$ cat config.mk
export PLATFORM = sky130hd
export DESIGN_NAME = pcs_strobe
export DESIGN_NICKNAME = d
export VERILOG_FILES = /design/src/verilog/pcs_strobe.v
export VERILOG_INCLUDE_DIRS = /design/src /design/src/inc
export SDC_FILE = /design/constraint.sdc
export NUM_CORES = 1
export LEC_CHECK = 0
export BUFFER_PORTS_ARGS = -buffer_cell sky130_fd_sc_hd__clkbuf_2
export CORE_UTILIZATION = 55
export CTS_BUF_LIST = sky130_fd_sc_hd__clkbuf_8
export CTS_CLUSTER_DIAMETER = 120
export CTS_CLUSTER_SIZE = 14
export DETAILED_ROUTE_END_ITERATION = 6
export HOLD_SLACK_MARGIN = 0.06
export PLACE_DENSITY = 0.8
export SYNTH_ARGS = -nofsm -noshare
export SYNTH_HDL_FRONTEND = slang
export SYNTH_SLANG_ARGS = --single-unit
$ cat constraint.sdc
create_clock -name ref_clk -period 3.34 [get_ports ref_clk]
set_input_delay 0.668 -clock ref_clk [delete_from_list [all_inputs] [get_ports ref_clk]]
set_output_delay 0.668 -clock ref_clk [all_outputs]
set_load 0.02 [all_outputs]
$ cat src/inc/pcs_regs.vh
// timing and encoding constants for the pc card strobe controller
`ifndef PCS_REGS_VH
`define PCS_REGS_VH
// strobe low time in ns and derived cycles at 100 mhz (least time, round up)
`define PCS_CLK_NS 10
`define PCS_STROBE_NS 80
`define PCS_STROBE_CYC ((`PCS_STROBE_NS + `PCS_CLK_NS - 1) / `PCS_CLK_NS)
// command codes
`define PCS_CMD_IORD 2'h0
`define PCS_CMD_IOWR 2'h1
`define PCS_CMD_DMA_RD 2'h2
`define PCS_CMD_DMA_WR 2'h3
// fifo shape
`define PCS_FIFO_W 16
`define PCS_FIFO_D 16
`define PCS_FIFO_AW 4
`endif

$ cat src/verilog/pcs_strobe.v
// pc card i/o and dma strobe controller with write-data fifo
// How it works
// - ce1 low selects even, ce2 odd byte
// - io read asserts read strobe
// - dma card-to-host uses read strobe
// - io write drives write strobe low
// - dma host-to-card uses write strobe
// - reg low acknowledges every dma item
// - terminal count on we (read) / oe (write)
`timescale 1ns/10ps
`include "pcs_regs.vh"

////////////////////////////////////////////////////////////////////////////
// simple flip-flop fifo, valid/ready on both sides
module pcs_fifo #(
  parameter W = `PCS_FIFO_W,
  parameter D = `PCS_FIFO_D,
  parameter AW = `PCS_FIFO_AW
) (
  // clocking
  input wire ref_clk,
  input wire rstn,
  input wire ce,
  // fill side
  input wire in_valid,
  output wire in_ready,
  input wire [W-1:0] in_data,
  // drain side
  output wire out_valid,
  input wire out_ready,
  output wire [W-1:0] out_data
);
  reg [W-1:0] mem_q [0:D-1]; // storage
  reg [AW-1:0] wp_q; // write index
  reg [AW-1:0] rp_q; // read index
  reg [AW:0] cnt_q; // fill level
  reg [AW:0] cnt_d; // next fill level
  reg in_ready_q; // room flag, a flop so the top's ready port is registered
  wire push;
  wire pop;
  assign in_ready = in_ready_q;
  assign out_valid = (cnt_q != {(AW+1){1'b0}});
  assign out_data = mem_q[rp_q];
  assign push = in_valid & in_ready;
  assign pop = out_valid & out_ready;
  // next fill level; the room flag is computed from it one edge early
  always @* begin
    cnt_d = cnt_q;
    if (push & ~pop) begin
      cnt_d = cnt_q + 1'b1;
    end else if (pop & ~push) begin
      cnt_d = cnt_q - 1'b1;
    end
  end
  // pointers and level
  always @(posedge ref_clk) begin
    if (!rstn) begin
      wp_q <= {AW{1'b0}};
      rp_q <= {AW{1'b0}};
      cnt_q <= {(AW+1){1'b0}};
      in_ready_q <= 1'b1;
    end else if (ce) begin
      if (push) begin
        mem_q[wp_q] <= in_data;
        wp_q <= wp_q + 1'b1;
      end
      if (pop)
        rp_q <= rp_q + 1'b1;
      cnt_q <= cnt_d;
      // full when the next level reaches the depth
      in_ready_q <= (cnt_d != D[AW:0]);
    end
  end
endmodule

////////////////////////////////////////////////////////////////////////////
// top: one socket, host cycles and dma items
module pcs_strobe (
  // clocking
  input wire ref_clk,
  input wire rstn,
  input wire ce,
  // host command port
  input wire cmd_valid,
  output reg cmd_ready_q,
  input wire [1:0] cmd_op,
  input wire cmd_a0,
  input wire cmd_wide,
  input wire cmd_last,
  // host write data into fifo
  input wire wr_valid,
  output wire wr_ready,
  input wire [15:0] wr_data,
  // host read data out
  output reg rd_valid_q,
  output reg [15:0] rd_data_q,
  // card pins
  output reg card_ce1_n_q,
  output reg card_ce2_n_q,
  output reg card_iord_n_q,
  output reg card_iowr_n_q,
  output reg card_reg_n_q,
  output reg card_oe_n_q,
  output reg card_we_n_q,
  input wire card_inpack_n,
  output reg [15:0] card_d_out_q,
  output reg card_d_oe_q,
  input wire [15:0] card_d_in,
  // dma request seen from card
  output reg dma_req_q
);
  localparam ST_IDLE = 2'h0;
  localparam ST_STRB = 2'h1;
  localparam ST_DONE = 2'h2;
  localparam [31:0] STROBE_CYC_W = `PCS_STROBE_CYC; // full-width count
  localparam [3:0] STROBE_CYC = STROBE_CYC_W[3:0]; // cut to the timer

  reg [1:0] st_q; // controller state
  reg [3:0] tmr_q; // strobe timer
  reg [1:0] op_q; // latched command
  reg inpack_s1_q; // sync stage 1
  reg inpack_s2_q; // sync stage 2
  reg [15:0] din_s1_q; // data sync stage 1
  reg [15:0] din_s2_q; // data sync stage 2
  wire f_valid;
  wire [15:0] f_data;
  reg f_pop;

  // is this command a card-bound write
  function is_write;
    input [1:0] op;
    begin
      is_write = (op == `PCS_CMD_IOWR) || (op == `PCS_CMD_DMA_RD);
    end
  endfunction

  // write data buffered so the host can run ahead of the card
  pcs_fifo #(.W(16), .D(`PCS_FIFO_D), .AW(`PCS_FIFO_AW)) u_fifo (
    .ref_clk(ref_clk),
    .rstn(rstn),
    .ce(ce),
    .in_valid(wr_valid),
    .in_ready(wr_ready),
    .in_data(wr_data),
    .out_valid(f_valid),
    .out_ready(f_pop),
    .out_data(f_data)
  );

  ////////////////////////////////////////////////////////////////////////////
  // pin synchronisers: pins are async to ref_clk
  always @(posedge ref_clk) begin
    if (!rstn) begin
      inpack_s1_q <= 1'b1;
      inpack_s2_q <= 1'b1;
      din_s1_q <= 16'h0000;
      din_s2_q <= 16'h0000;
    end else if (ce) begin
      inpack_s1_q <= card_inpack_n;
      inpack_s2_q <= inpack_s1_q;
      din_s1_q <= card_d_in;
      din_s2_q <= din_s1_q;
    end
  end

  // fifo pop only when a write strobe starts with data present
  always @* begin
    f_pop = ce && (st_q == ST_IDLE) && cmd_valid && cmd_ready_q &&
      is_write(cmd_op) && f_valid;
  end

  ////////////////////////////////////////////////////////////////////////////
  // main sequencer; one strobe at a time keeps rd/wr exclusive
  always @(posedge ref_clk) begin
    if (!rstn) begin
      st_q <= ST_IDLE;
      tmr_q <= 4'h0;
      op_q <= 2'h0;
      cmd_ready_q <= 1'b0;
      rd_valid_q <= 1'b0;
      rd_data_q <= 16'h0000;
      card_ce1_n_q <= 1'b1;
      card_ce2_n_q <= 1'b1;
      card_iord_n_q <= 1'b1;
      card_iowr_n_q <= 1'b1;
      card_reg_n_q <= 1'b1;
      card_oe_n_q <= 1'b1;
      card_we_n_q <= 1'b1;
      card_d_out_q <= 16'h0000;
      card_d_oe_q <= 1'b0;
      dma_req_q <= 1'b0;
    end else if (ce) begin
      rd_valid_q <= 1'b0;
      dma_req_q <= ~inpack_s2_q;
      case (st_q)
        ST_IDLE: begin
          cmd_ready_q <= 1'b1;
          // write commands wait for fifo data
          if (cmd_valid && cmd_ready_q &&
              (!is_write(cmd_op) || f_valid)) begin
            cmd_ready_q <= 1'b0;
            op_q <= cmd_op;
            tmr_q <= STROBE_CYC;
            // even lane ce1, odd lane ce2, both for a word
            card_ce1_n_q <= ~(cmd_wide | ~cmd_a0);
            card_ce2_n_q <= ~(cmd_wide | cmd_a0);
            // dma acknowledge held for the item
            card_reg_n_q <= ~cmd_op[1];
            // terminal count on last item
            card_we_n_q <= ~(cmd_last && cmd_op == `PCS_CMD_DMA_RD);
            card_oe_n_q <= ~(cmd_last && cmd_op == `PCS_CMD_DMA_WR);
            if (is_write(cmd_op)) begin
              card_iowr_n_q <= 1'b0;
              card_d_out_q <= f_data;
              card_d_oe_q <= 1'b1;
            end else begin
              card_iord_n_q <= 1'b0;
            end
            st_q <= ST_STRB;
          end
        end
        ST_STRB: begin
          if (tmr_q == 4'h1) begin
            // sample card data just before the strobe rises
            if (!is_write(op_q)) begin
              rd_data_q <= din_s2_q;
              rd_valid_q <= 1'b1;
            end
            card_iord_n_q <= 1'b1;
            card_iowr_n_q <= 1'b1;
            st_q <= ST_DONE;
          end
          tmr_q <= tmr_q - 4'h1;
        end
        ST_DONE: begin
          // release selects a cycle after the strobe for hold
          card_ce1_n_q <= 1'b1;
          card_ce2_n_q <= 1'b1;
          card_reg_n_q <= 1'b1;
          card_oe_n_q <= 1'b1;
          card_we_n_q <= 1'b1;
          card_d_oe_q <= 1'b0;
          st_q <= ST_IDLE;
        end
        default: begin
          st_q <= ST_IDLE;
        end
      endcase
    end
  end
endmodule
Word level (Yosys, flattened, before mapping)
Memories as Yosys holds them, arrays and structs flattened. A register that Yosys moved wholly into a read port is not among the register bits.
Index checks and enable logic that the tools add are counted.
- add/sub/neg operators: 5
- bitwise operators: 16
- muxes and demuxes: 35
- equality and inequality tests: 13
- reductions and logical operators: 30
- operators by type and width (cell ; number):
    1-bit 2-to-1 mux ; 20
    1-bit case mux with 2 select lines ; 8
    3-bit AND reduction ; 4
    4-bit AND reduction ; 3
    5-bit 2-to-1 mux ; 2
    1-bit inverter ; 10
    5-bit AND reduction ; 2
    1-bit logical AND ; 9
    4-bit by 1-bit adder with 4-bit output (second input constant) ; 2
    2-bit equality test (second input constant) ; 4
    4-bit case mux with 2 select lines ; 1
    2-bit by 1-bit equality test with 1-bit output (second input constant) ; 3
    2-bit AND reduction ; 3
    5-bit by 1-bit adder with 5-bit output (second input constant) ; 1
    5-bit inequality test (second input constant) ; 1
    5-bit nonzero test ; 1
    5-bit by 1-bit subtractor with 5-bit output (second input constant) ; 1
    1-bit AND ; 4
    4-bit by 1-bit equality test with 1-bit output (second input constant) ; 1
    2-bit 2-to-1 mux ; 2
    4-bit 2-to-1 mux ; 1
    2-bit by 1-bit inequality test with 1-bit output (second input constant) ; 2
    2-bit inequality test (second input constant) ; 2
    2-bit case mux with 2 select lines ; 1
    6 further kinds ; 11
- memories: 1
- register bits after elaboration: 83
- input bits: 43
- output and inout port bits: 44
- logic and storage cells: 123
- RAM bits: 256
- memory list (name ; words ; bits a word ; rd ports ; clocked after Yosys merged registers in ; write ports ; RTL line ; text):
    u_fifo.mem_q ; 16 ; 16 ; 1 ; 1 ; 1 ; pcs_strobe.v:33 ; reg [W-1:0] mem_q [0:D-1];

Logic depth before layout (Yosys ltp)
- depth after elaboration: 11
- mapped depth: 8
- depth with buffers taken out: 7

By module
A second synthesis with hierarchy kept.
- cells, all modules: 845
- area total of the unflattened synthesis: 14079.8 sq um
- by module, submodules not included (module ; seq. area each (sq um) ; times used ; cells each ; area each (sq um)):
    pcs_fifo ; 8047.7 ; 1 ; 485 ; 10649.0
    pcs_strobe ; 1701.6 ; 1 ; 360 ; 3430.8

Worst setup path after synthesis
OpenSTA, ideal clock, no wires.
- path kind: input to register
- start: input port wr_valid
- end: memory u_fifo.mem_q[0][0] (enable)
- arrival time: 2488 ps
- data required time: 2931 ps
- stages: 5
- setup time: 409 ps
- path slack: 443 ps
- cells stage by stage: and2_1 -> nand2_1 -> nor2_1 -> nand2_1 -> nor3_1
- word-level cells in the longest chain between the ends: 5
- RTL lines (element ; RTL line ; text):
    start, declared ; pcs_strobe.v:91 ; input wire wr_valid,
    1-bit AND ; pcs_strobe.v:44 ; assign push = in_valid & in_ready;
    1-bit 2-to-1 mux ; pcs_strobe.v:63 ; if (push) begin
    1-bit 2-to-1 mux ; pcs_strobe.v:62 ; end else if (ce) begin
    1-bit 2-to-1 mux ; pcs_strobe.v:57 ; if (!rstn) begin
    1-bit 2-to-1 mux (not written as such) ; pcs_strobe.v:64 ; mem_q[wp_q] <= in_data;
    end, declared ; pcs_strobe.v:33 ;
Every way passes these cells.

Final worst setup path
- start: register u_fifo.in_ready_q, in the netlist u_fifo.in_ready
- end: memory u_fifo.mem_q[11][14] (enable)
- word-level cells in the longest chain between the ends: 5
- RTL lines (element ; RTL line ; text):
    start, declared ; pcs_strobe.v:38 ; reg in_ready_q;
    start signal, assigned ; pcs_strobe.v:71 ; in_ready_q <= (cnt_d != D[AW:0]);
    1-bit AND ; pcs_strobe.v:44 ;
    1-bit 2-to-1 mux ; pcs_strobe.v:63 ;
    1-bit 2-to-1 mux ; pcs_strobe.v:62 ;
    1-bit 2-to-1 mux ; pcs_strobe.v:57 ;
    1-bit 2-to-1 mux (not written as such) ; pcs_strobe.v:64 ;
Every way passes these cells.

==> metrics <==
internal power summed over all cells=approximately 5700 uW; VDD IR max=~0.36 mV; # fillers=between 1,500 and 2,000; deepest clock path buffer count=3; number of placed instances with taps included=1,224; type of element capturing the critical path=flop; arrival time reported for the critical path endpoint=roughly 2.7 ns; number of remaining DRC errors=0; maximum number of pins on one net before global-route repair=90; fraction of power spent switching nets=a little over a fifth; CTS H-tree lvls=1; Port Buffers=86; period utilisation layout=between 70% and 80%; aggregate routed wire length=26,800 um; post-synthesis mux area share=~17%; xor and xnor area share after synthesis=less than 1%; result of the run=finished clean; actual transition at the worst max-transition pin=around 1.0 ns; antenna-violating nets left=0; Layout area overhead=11.2%; gp weighted congestion=around 0.84; post-synth design cell area=13,700 um^2; vias per cell=5.81; area fraction in compound gates after synthesis=2.81%; register clock-pin slew on the reported worst setup and hold paths=0.10 ns; number of sinks driven by the clock tree=about 360; final instance count without filler cells=1,275; DIE HEIGHT=160 um; setup TNS after final layout=0 ns; headroom to the max-slew limit=32.9%; setup repair after global routing missed its margin=no; warning count from the yosys run=0; GR Overflow Total=0; post-synthesis simple-gate area fraction=6.15%; Worst EP required=3.65 ns; main flop type after synthesis=edfxtp_1; most frequent cells after synthesis=edfxtp_1 (256), dfxtp_1 (99), nor2_1 (85), mux4_2 (80), nand2_1 (53); first-pass GRT wire length=around 42,000 um; power share of the sequential group=between 60 and 70%; relative contribution of the clock network to total power=30.0%; die area=~26,000 um^2; number of clock buffers inserted by TritonCTS=29; synthesized instance count=a little over 800; area occupied by registers=between 9000 and 10,000 um^2; top post-synthesis cells by area=edfxtp_1 (56%), dfxtp_1 (14%), mux4_2 (13%); path type of the worst setup path=flop to flop; largest family of logic cells by synthesized area=multiplexers; fraction of the mapped netlist area in adder cells=between 1 and 1.5%; via count of the first global-routing pass=7,456; I/O pin count=87; footprint of the multi-input gates=3870 um^2; number of hold-repair buffers added at the cts stage=0; logic gate share of total power=4.0%; layout cell share with drive strength beyond 1=about 28%; Final Hold Viols=0; starting density of the core=~56%; horizontal extent of the die=about 160 um; number of gates given a new drive strength after cts=0; net count of the finished layout=about 990; antenna diode count=0; flop and latch count out of synthesis=355; count of distinct cell types in the synthesized netlist=54; switching power=~1600 uW; class of the worst hold path=input pin to flop; number of vias in the routed layout=roughly 7,400; mean cell area of the mapped netlist=around 17 um^2; leakage power summed over all cells=between 0.005 and 0.006 uW; CTS tree=built; setup fix buffers added after clock tree synthesis=0; Clock Skew=around 0.014 ns; setup violators final=0; Total Routing Usage GR=approximately 21%; time the final worst path needs with I/O delays and setup=between 2 and 2.5 ns; Net Count, Synth=873; CTS Root Cell=clkbuf_8; pins over their slew limit=0; # Max-Cap Violations=0; post-synthesis cell type with the largest combined area=edfxtp_1; worst reg-to-reg setup slack=0.94 ns; cell with the most instances after synthesis=edfxtp_1; total power per unit cell area=about 470 nW/um^2; EDFF count, synth=about 260; drt initial violations=between 700 and 800; sequential element share of the synthesized area=between 70% and 80%; Skew-Pair Late Insertion Delay=about 0.59 ns; Placeable Area=approximately 24,000 um^2; antenna violations before repair=0; share of synthesized registers carrying an async set or reset=0%; startpoint kind of the worst setup timing path=flop; maximum clock frequency=about 0.42 GHz; number of detailed-route iterations in the first pass=5; row count=57; HPWL after detailed placement=16,800 um; critical path fanouts, max=12; area share of the largest cell type after synthesis=a little under three fifths; average routed wire per standard cell=roughly 21 um
-- power by group through the flow --
stage / logic [uW] / registers [uW] / clock network (uW)
final: 287 / 4780 / 2170
after global routing: 317 / 4790 / 2380
after CTS: 288 / 4780 / 2230
after detailed placement: 287 / 4880 / 0
after global placement: 279 / 4880 / 0
after floorplan: 171 / 4880 / 0
-- stage by stage --
stage / util [%] / total power, uW / setup slack (ns) / cell area, um^2 / hold slack [ns]
2_1_floorplan: - / 5050 / 0.443 / 13700 / 0.416
3_3_place_gp: 60.6 / 5160 / 0.804 / 14800 / 0.421
3_5_place_dp: 60.6 / 5170 / 0.620 / 14800 / 0.430
4_1_cts: 62.7 / 7300 / 0.979 / 15300 / 0.275
5_1_grt: 62.7 / 7490 / 0.824 / 15300 / 0.287
6_report: 62.7 / 7240 / 0.940 / 15300 / 0.298
-- registers in the layout (all words and copies together), names as in the netlist, 2 cells and up --
register      cells
u_fifo.cnt_q      5
st_q              2
din_s2_q         16
din_s1_q         16
u_fifo.wp_q       4
rd_data_q        16
u_fifo.mem_q    256
tmr_q             4
op_q              2
u_fifo.rp_q       4
card_d_out_q     16
-- path summary, 6_finish.rpt --
kind                            cells past startpoint       startpoint              endpoint
worst max-delay path                                6  u_fifo.in_ready  u_fifo.mem_q[11][14]
worst min-delay path                                3    card_inpack_n           inpack_s1_q
worst max register to register                      6  u_fifo.in_ready  u_fifo.mem_q[11][14]
worst min register to register                      1      inpack_s2_q             dma_req_q
-- worst max-delay path, stage by stage, from the launching register on --
cell	delay, ns
dfxtp_1	0.42
and2_1	0.32
nand2_1	0.18
nor2_1	0.32
nand2_1	0.24
nor2_2	0.41
buf_12	0.22
-- layer usage --
metal	track usage [%]	wire length, um	vias up	share of wire [%]
li1	-	-	3355	-
met1	29.1	11000	3721	41
met2	35.6	13200	288	49
met3	4.10	1920	50	7.2
met4	5.84	655	0	2.4
met5	0	0	-	0
-- cell type report --
type	count	share of cell area (%)
sequential	355	63.3
clock inverter	22	0.639
clock buffer	29	2.61
timing repair buffer	126	5.19
inverter	12	0.295
multi-input combinational	407	25.3
tap	324	2.65
-- cells by family (layout without fill, tap and decap cells) --
family / count (synthesis) / after routing
fa+ha+maj: 12 / 12
mux: 133 / 133
compound gates: 65 / 65
simple gates: 186 / 186
buf+inv: 56 / 189
flops: 355 / 355
xor+xnor: 11 / 11
-- cells in the final DEF (no fill, tap or decap), drive strengths merged, types with 2 or more instances in the layout --
cell / n
edfxtp: 256
o22ai: 3
mux2i: 52
inv: 33
nand2: 54
o21ai: 15
xor2: 6
mux4: 80
buf: 40
nor2b: 3
a22oi: 2
dfxtp: 99
nand2b: 3
or3: 3
clkbuf: 115
nor3b: 3
nor2: 85
a32oi: 2
nor3: 10
nand4: 3
xnor2: 5
o211ai: 2
nand3: 10
ha: 12
a21oi: 31
and2: 2
a211oi: 2
and3: 2
No activity file was read; power rests on OpenSTA's default activity.
